--- src/rtl/rss_consts.svh ---
`ifndef RSS_CONSTS_SVH
`define RSS_CONSTS_SVH

// register byte addresses on the wishbone bus
`define RSS_ADDR_CAUSE     8'h00
`define RSS_ADDR_OSC       8'h04
`define RSS_ADDR_CFG       8'h08

// cause/control register field positions
`define RSS_BIT_TRAP       15
`define RSS_BIT_ILLEGAL    14
`define RSS_BIT_CFGMIS     9
`define RSS_BIT_VREG       8
`define RSS_BIT_EXT        7
`define RSS_BIT_SWRST      6
`define RSS_BIT_WDT        4
`define RSS_BIT_SLEEP      3
`define RSS_BIT_IDLE       2
`define RSS_BIT_BROWN      1
`define RSS_BIT_POWER      0

// implemented bits; 13..10 and 5 read as zero
`define RSS_CAUSE_MASK     16'hC3DF
`define RSS_CAUSE_POR_VAL  16'h0003

// oscillator control: new selection field
`define RSS_OSC_NEW_LSB    8
`define RSS_OSC_NEW_MSB    10
`define RSS_OSC_DEFAULT    3'h0

// reset stretch count; the stretch lasts one cycle longer than this
`define RSS_STRETCH_CYC    4'h4

`endif

--- src/rtl/rss_pkg.sv ---
package rss_pkg;
	typedef enum logic [1:0] {
		RSS_RUN,
		RSS_HOLD
	} rss_state_t;
endpackage

--- src/rtl/rss_sync.sv ---
`timescale 1ns/10ps
module rss_sync #(
	parameter int W = 8
) (
	// clock and reset
	input  wire logic         clock,
	input  wire logic         nrst,
	// data
	input  wire logic [W-1:0] din,
	output logic      [W-1:0] dout
);
	logic [W-1:0] meta_r;

	// two-stage synchroniser; the first stage is read by the second only
	always_ff @(posedge clock or negedge nrst) begin
		if (!nrst) begin
			meta_r <= '0;
			dout   <= '0;
		end else begin
			meta_r <= din;
			dout   <= meta_r;
		end
	end
endmodule // rss_sync

--- src/rtl/rss_reset_source_status.sv ---
`timescale 1ns/10ps
`include "rss_consts.svh"
module rss_reset_source_status (
	// clock and power-on reset
	input  wire logic        clock,
	input  wire logic        nrst,
	// reset sources, asynchronous levels
	input  wire logic        brownout_in,
	input  wire logic        external_clear_pin_n,
	input  wire logic        reset_instr_in,
	input  wire logic        watchdog_timeout_in,
	input  wire logic        config_mismatch_in,
	input  wire logic        trap_conflict_in,
	input  wire logic        illegal_opcode_in,
	input  wire logic        illegal_addr_mode_in,
	input  wire logic        uninit_wreg_in,
	input  wire logic        security_in,
	// power state reports, asynchronous levels
	input  wire logic        in_sleep,
	input  wire logic        in_idle,
	// configuration word field
	input  wire logic [2:0]  default_osc_select,
	// wishbone slave
	input  wire logic        wb_cyc_i,
	input  wire logic        wb_stb_i,
	input  wire logic        wb_we_i,
	input  wire logic [7:0]  wb_adr_i,
	input  wire logic [3:0]  wb_sel_i,
	input  wire logic [31:0] wb_dat_i,
	output logic      [31:0] wb_dat_o,
	output logic             wb_ack_o,
	output logic             wb_err_o,
	// outputs to the device
	output logic             master_system_reset,
	output logic [2:0]       new_osc_select,
	output logic             regulator_sleep_active,
	output logic             regulator_standby
);
	localparam int NSRC = 12;

	logic [NSRC-1:0] src_raw;
	logic [NSRC-1:0] src_s;
	logic            any_src;
	logic [15:0]     cause_r;
	logic [15:0]     cause_nxt;
	logic [15:0]     hw_set;
	logic [2:0]      osc_new_r;
	logic            clr_en_r;
	logic [3:0]      hold_cnt_r;
	rss_pkg::rss_state_t state_r;
	logic            wb_req;
	logic            wb_hit;
	logic            wr_cause;
	logic            wr_osc;
	logic [15:0]     wr_val;
	logic [15:0]     wr_mask;

	// merge the byte enables over the low half word
	function automatic logic [15:0] lane_mask(input logic [3:0] sel);
		return {{8{sel[1]}}, {8{sel[0]}}};
	endfunction

	assign src_raw = {in_idle, in_sleep, security_in, uninit_wreg_in | illegal_addr_mode_in,
		illegal_opcode_in, trap_conflict_in, config_mismatch_in, watchdog_timeout_in,
		reset_instr_in, ~external_clear_pin_n, brownout_in, 1'b0};

	rss_sync #(
		.W(NSRC)
	) u_sync (
		.clock(clock),
		.nrst (nrst),
		.din  (src_raw),
		.dout (src_s)
	);

	// bits 9:1 are reset sources; idle and sleep in 11:10 are status only
	assign any_src = |src_s[9:1];

	// stretch the system reset a few cycles past the last active source
	always_ff @(posedge clock or negedge nrst) begin
		if (!nrst) begin
			state_r    <= rss_pkg::RSS_HOLD;
			hold_cnt_r <= `RSS_STRETCH_CYC;
		end else begin
			case (state_r)
				rss_pkg::RSS_RUN: begin
					if (any_src) begin
						state_r    <= rss_pkg::RSS_HOLD;
						hold_cnt_r <= `RSS_STRETCH_CYC;
					end
				end
				rss_pkg::RSS_HOLD: begin
					if (any_src)
						hold_cnt_r <= `RSS_STRETCH_CYC;
					else if (hold_cnt_r == 4'h0)
						state_r <= rss_pkg::RSS_RUN;
					else
						hold_cnt_r <= hold_cnt_r - 4'h1;
				end
				default: begin
					state_r <= rss_pkg::RSS_HOLD;
				end
			endcase
		end
	end

	// power-on reset itself also holds the system in reset
	assign master_system_reset = (state_r == rss_pkg::RSS_HOLD) || any_src;

	// hardware flag sets from synchronised sources
	always_comb begin
		hw_set                    = 16'h0000;
		hw_set[`RSS_BIT_BROWN]    = src_s[1];
		hw_set[`RSS_BIT_EXT]      = src_s[2];
		hw_set[`RSS_BIT_SWRST]    = src_s[3];
		hw_set[`RSS_BIT_WDT]      = src_s[4];
		hw_set[`RSS_BIT_CFGMIS]   = src_s[5];
		hw_set[`RSS_BIT_TRAP]     = src_s[6];
		hw_set[`RSS_BIT_ILLEGAL]  = src_s[7] | src_s[8];
		hw_set[`RSS_BIT_SLEEP]    = src_s[10];
		hw_set[`RSS_BIT_IDLE]     = src_s[11];
		// the security source resets the system but has no flag of its own
	end

	// wishbone decode; single cycle answer
	assign wb_req   = wb_cyc_i && wb_stb_i && !wb_ack_o && !wb_err_o;
	assign wb_hit   = (wb_adr_i == `RSS_ADDR_CAUSE) || (wb_adr_i == `RSS_ADDR_OSC) ||
		(wb_adr_i == `RSS_ADDR_CFG);
	assign wr_cause = wb_req && wb_we_i && (wb_adr_i == `RSS_ADDR_CAUSE);
	assign wr_osc   = wb_req && wb_we_i && (wb_adr_i == `RSS_ADDR_OSC);
	assign wr_val   = wb_dat_i[15:0];
	assign wr_mask  = lane_mask(wb_sel_i);

	always_comb begin
		cause_nxt = cause_r;
		// software write only stores; it never feeds the reset path
		if (wr_cause)
			cause_nxt = (cause_r & ~wr_mask) | (wr_val & wr_mask);
		cause_nxt = (cause_nxt | hw_set) & `RSS_CAUSE_MASK;
	end

	always_ff @(posedge clock or negedge nrst) begin
		if (!nrst)
			cause_r <= `RSS_CAUSE_POR_VAL;
		else
			cause_r <= cause_nxt;
	end

	// bit 8 is owned by software; no source ever sets it
	assign regulator_sleep_active = cause_r[`RSS_BIT_VREG];
	assign regulator_standby      = ~cause_r[`RSS_BIT_VREG];

	// new oscillator selection reloads from the configuration on every reset
	always_ff @(posedge clock or negedge nrst) begin
		if (!nrst) begin
			osc_new_r <= `RSS_OSC_DEFAULT;
			clr_en_r  <= 1'b1;
		end else begin
			clr_en_r <= master_system_reset;
			if (master_system_reset || clr_en_r)
				osc_new_r <= default_osc_select;
			else if (wr_osc && wb_sel_i[1])
				osc_new_r <= wb_dat_i[`RSS_OSC_NEW_MSB:`RSS_OSC_NEW_LSB];
		end
	end

	assign new_osc_select = osc_new_r;

	always_ff @(posedge clock or negedge nrst) begin
		if (!nrst) begin
			wb_ack_o <= 1'b0;
			wb_err_o <= 1'b0;
			wb_dat_o <= 32'h0000_0000;
		end else begin
			wb_ack_o <= wb_req && wb_hit;
			wb_err_o <= wb_req && !wb_hit;
			wb_dat_o <= 32'h0000_0000;
			if (wb_req && !wb_we_i) begin
				case (wb_adr_i)
					`RSS_ADDR_CAUSE: wb_dat_o <= {16'h0000, cause_r & `RSS_CAUSE_MASK};
					`RSS_ADDR_OSC: begin
						wb_dat_o <= {21'h00_0000, osc_new_r, 8'h00};
					end
					`RSS_ADDR_CFG: wb_dat_o <= {29'h0000_0000, default_osc_select};
					default: wb_dat_o <= 32'h0000_0000;
				endcase
			end
		end
	end
endmodule // rss_reset_source_status

--- config.mk ---
export PLATFORM = sky130hd
export DESIGN_NAME = rss_reset_source_status
export DESIGN_NICKNAME = d
export VERILOG_FILES = /design/src/rtl/rss_pkg.sv /design/src/rtl/rss_sync.sv /design/src/rtl/rss_reset_source_status.sv
export VERILOG_INCLUDE_DIRS = /design/src /design/src/rtl
export SDC_FILE = /design/constraint.sdc
export NUM_CORES = 1
export LEC_CHECK = 0
export ABC_AREA = 1
export BUFFER_PORTS_ARGS = -buffer_cell sky130_fd_sc_hd__buf_4
export CAP_MARGIN = 20
export CORE_UTILIZATION = 47
export DETAILED_ROUTE_END_ITERATION = 6
export PLACE_DENSITY = 0.88
export SLEW_MARGIN = 0
export SYNTH_ARGS = -nofsm -noshare
export SYNTH_HDL_FRONTEND = slang
export SYNTH_HIERARCHICAL = 1
export SYNTH_SLANG_ARGS = --single-unit
--- constraint.sdc ---
create_clock -name clock -period 1.6 [get_ports clock]
set_input_delay 0.32 -clock clock [delete_from_list [all_inputs] [get_ports clock]]
set_output_delay 0.32 -clock clock [all_outputs]
set_load 0.02 [all_outputs]
* After elaboration in Yosys (flattened, before gate mapping) *
Index checks and enable logic that the tools add are counted.
W data, S select, Z words.

storage, ports and cells
  flip-flop bits (word level) = 77
  input bits = 64
  output and inout port bits = 40
  logic and storage cells = 66

cells by class
  add/subtract/negate cells = 1
  equal/unequal tests = 7
  multiplexer cells = 13
  bitwise gates (word level) = 9
  reductions and logical operators = 26

operators with widths
  operator               count
  $pmux W16 S3           1
  $and A16 B16 Y16       2
  $mux W16               2
  $or A16 B16 Y16        2
  $not A16 Y16           1
  $mux W4                3
  $logic_and A1 B1 Y1    10
  $reduce_or A9 Y1       1
  $eq A8 B3 Y1 const B   1
  $eq A8 B4 Y1 const B   1
  $logic_not A8 Y1       1
  $pmux W4 S2            1
  $mux W2                3
  $mux W3                2
  $ne A2 B2 Y1 const B   3
  $reduce_and A3 Y1      2
  $logic_not A1 Y1       4
  $logic_not A4 Y1       1
  $logic_or A1 B1 Y1     4
  $pmux W2 S2            1
  $reduce_bool A2 Y1     2
  $sub A4 B1 Y4 const B  1
  $ne A3 B3 Y1 const B   1
  $eq A2 B1 Y1 const B   1
  3 further kinds        5

* Logic depth before layout (Yosys ltp) *
  word-level depth = 8
  gate-level depth with buffers = 8
  depth with buffers taken out = 8

* By module *
Netlist, hierarchy kept.

by module, submodules not included
  module                   instances  cells each  area an instance (µm²)  sequential area each (µm²)
  rss_reset_source_status  1          209         1,841.8                 857.1
  rss_sync                 1          24          600.6                   600.6

* Least setup slack after synthesis *
Ideal clock, no wire load.

  path type = reg-to-reg
  from = register u_sync.dout[8]
  to = register osc_new_r[0] (netlist: new_osc_select[0])
  data arrival time = 1.230 ns
  required time = 1.483 ns
  slack = 0.253 ns
  cell stages (with the launch flop) = 8
  path buffers = 0
  cell sequence = dfrtp_1 -> or2_4 -> nor2_4 -> nand3_2 -> nor2_4 -> nand2_1 -> nand2_1 -> nand2_1

on the way
  cells in the longest elaborated chain, start to end = 4
  elaborated cells between the ends (all ways) = 5
  those cells by class = 1 x mux; 4 x reduce/logical

RTL lines
  element                                        RTL line                        RTL
  start, declared                                rss_sync.sv:10                  output logic [W-1:0] dout
  start signal, assigned                         rss_sync.sv:21                  dout <= meta_r;
  $reduce_or A9 Y1 *                             rss_reset_source_status.sv:77   assign any_src = |src_s[9:1];
  $logic_or A1 B1 Y1 *                           rss_reset_source_status.sv:108  assign master_system_reset = (state_r == rss_pkg::RSS_HOLD) || any_src;
  via master_system_reset                        rss_reset_source_status.sv:34   output logic master_system_reset,
  $logic_or A1 B1 Y1 *                           rss_reset_source_status.sv:160  if (master_system_reset || clr_en_r)
  $mux W3 or $reduce_bool A2 Y1 (tied branches)  --
  end signal, assigned                           rss_reset_source_status.sv:156  osc_new_r <= `RSS_OSC_DEFAULT;
  end signal, assigned                           rss_reset_source_status.sv:161  osc_new_r <= default_osc_select;
  end signal, assigned                           rss_reset_source_status.sv:163  osc_new_r <= wb_dat_i[`RSS_OSC_NEW_MSB:`RSS_OSC_NEW_LSB];
  end, declared                                  rss_reset_source_status.sv:47   logic [2:0] osc_new_r;

Mark *: on every way through the listed nets, which the timed path passes. The rest lies on a longest branch.
A chain may end at the register's enable or synchronous reset.

* Worst setup path in the final report *
  from = register u_sync.dout[7]
  to = output port master_system_reset

on the way
  cells in the longest elaborated chain, start to end = 2

RTL lines
  element             RTL line
  $reduce_or A9 Y1    rss_reset_source_status.sv:77
  $logic_or A1 B1 Y1  rss_reset_source_status.sv:108
  end, declared       rss_reset_source_status.sv:34

No other way between the ends.

==> flow_summary.toml <==
[outcome]
status = "complete, but fails checks"
violations = "setup timing"

[floorplanning]
core-area_um2 = 4820
row_count = 25
die-area_um2 = 5380
start_util = 0.497
ioPinCount = 104
die_h_um = 73.3
fp.dieW_um = 73.3

[timing]
fin_crit_ps = 1620
post-route-period-util = 1.01
worst_pin_slew_ps = 652
max-slew-margin-rel = 0.565
setup_viol = 1
setup_ws_ps = -15.1
drv_slew = 0
hold_viol = 0
rsz0062_at_grt = "true"
finalClockSkew_ps = 8.71
max_freq_mhz = 619

[worst_setup_path]
cp.depth = 4
r2r_start = "hold_cnt_r[0]$_DFFE_PN0P_"
cp_data_required_time_ps = 1280
crit_path_end_kind = "primary output"
start_kind = "register"
worst-r2r-cell-count = 7
worstSetupPathType = "register to primary output"
critPathLaunch = "u_sync/dout[7]$_DFF_PN0_"
critPathMaxStageDelay_ps = 370
cp_max_fo = 2
crit_family = "simple AND/OR/NAND/NOR gates"
critPathSlowestCell = "dfrtp_1"
crit_buf_inv = 1
crit_chain = "or2_4 -> nor2_4 -> nand3_4 -> buf_6"
critPathArrivalTime_ps = 1300

[clocking]
insertion_delay_ps = 310
clockBufferDepth = 2
tritoncts = "done"
htree_levels = 2
cts.clk_slew.worst_paths_ps = 100
clock-sinks = 56
cts-root-buf = "clkbuf_8"
numCtsBuffers = 5
holdBufCountCts = 0

[yosys]
synth_warnings = 6
syn_inst = 231
avgSynthCellArea_um2 = 10.4
syn_area_um2 = 2390

[hold_path]
min_path_type = "primary input to asynchronous set/reset pin"

[routing]
ant_nets = 0
drt-pass1-iter-count = 4
drt-initial-drc-count = 72
drc_errors = 0
wl_per_cell_um = 11.1
wl_um = 4140
route.vias.total = 1690
viasPerCell = 4.56

[power_and_ir_drop]
ir_drop_mv = 0.532
powerDensity_nw_per_um2 = 824
p_leak_nw = 1.42

[global_routing]
track_usage = 0.172
grt_pass1_wl_um = 6850
antenna_found_initial = 0
grt_overflow_total = 0
grt_max_degree = 57
grt_pass1_vias = 1597

[run]
timing.max_cap.violations = 0

[placed_design]
placed_area_um2 = 2860
port_buffers = 61
dp_slack_ps = 101
routabilityCongestion = 0.850
post-dp-hpwl_um = 3140

[finish]
layout.nets = 368
layout-drive-gt1-share = 0.362
layout.cell_area.non_filler_um2 = 3000
n_antenna_cell = 0
area_growth_pct = 25.5
-- state kept, by name (all words and copies together), names as in the netlist, named ones only --
name	cells
clr_en_r	1
new_osc_select	3
u_sync/meta_r	11
hold_cnt_r	4
wb_dat_o	12
state_r	1
wb_err_o	1
wb_ack_o	1
u_sync/dout	11
cause_r	9
-- layer usage --
metal,GRT usage,wire length (um),up-vias
met5,0,0,-
li1,-,-,843
met2,0.312,2190,61
met1,0.191,1640,779
met3,0.0562,254,7
met4,0.0534,53,0
-- power by group --
part           total (mW)  internal, mW  switching [mW]  leakage, nW
registers            1.46          1.45          0.0142        0.662
logic               0.226        0.0900           0.136        0.720
clock network       0.784         0.351           0.434       0.0434
total                2.47          1.89           0.584         1.42
-- worst reg2reg max path: cells and delay by family (launching register included) --
kind                       cells  cell delay (ps)
DFF                            1              400
buffers and inverters          2              120
and+or+nand+nor                2              230
AOI/OAI and AO/OA              2              430
adders and majority gates      1              190
-- metrics by stage --
step / cells / setup TNS, ps / hold slack (ps) / power (mW) / utilization
2_1_floorplan: 250 / 0 / 24.4 / 1.62 / -
3_3_place_gp: 359 / 0 / 332 / 1.71 / 0.594
3_5_place_dp: 359 / 0 / 335 / 1.71 / 0.594
4_1_cts: 370 / 0 / 58.2 / 2.49 / 0.622
5_1_grt: 371 / -75.6 / 89.5 / 2.59 / 0.623
6_report: 371 / -15.1 / 18.6 / 2.47 / 0.623
-- path summary, 6_finish.rpt --
path | end | slack, ps
max in group asynchronous | hold_cnt_r[0]$_DFFE_PN0P_ | 1130
min | wb_dat_o[10]$_DFF_PN0_ | 20
max reg2reg | hold_cnt_r[1]$_DFFE_PN0P_ | 130
max | master_system_reset | -20
min reg2reg | u_sync/dout[10]$_DFF_PN0_ | 350
min in group clock | u_sync/meta_r[3]$_DFF_PN0_ | 120
-- placed cells by master (no fill, tap or decap), types with 2 or more instances in the layout --
master / instances
a21oi_1: 11
buf_4: 66
clkbuf_8: 6
clkinvlp_4: 2
conb_1: 20
dfrtp_1: 51
dfstp_2: 5
inv_1: 22
inv_2: 8
nand2_1: 43
nand3_1: 14
nand3_4: 4
nand4_1: 10
nor2_1: 5
nor2_2: 8
nor2_4: 4
nor3b_1: 7
o21ai_1: 4
o22ai_1: 2
-- layout make-up --
type | instances | area (um2)
well taps | 67 | 83.8
inverters | 30 | 113
fillers | 428 | 1820
repair buffers | 67 | 507
multi-input cells | 143 | 793
clock inverters | 2 | 15.0
clock buffers | 6 | 82.6
flip-flops and latches | 56 | 1410
-- timing repair --
| action | CTS | global route |
|---|---|---|
| gates cloned | 0 | 0 |
| setup buffers | 3 | 1 |
| pin swaps | 1 | 2 |
| resized for setup | 2 | 0 |
| endpoints found under the setup margin | 1 | 1 |
No activity file was read; power rests on OpenSTA's default activity.
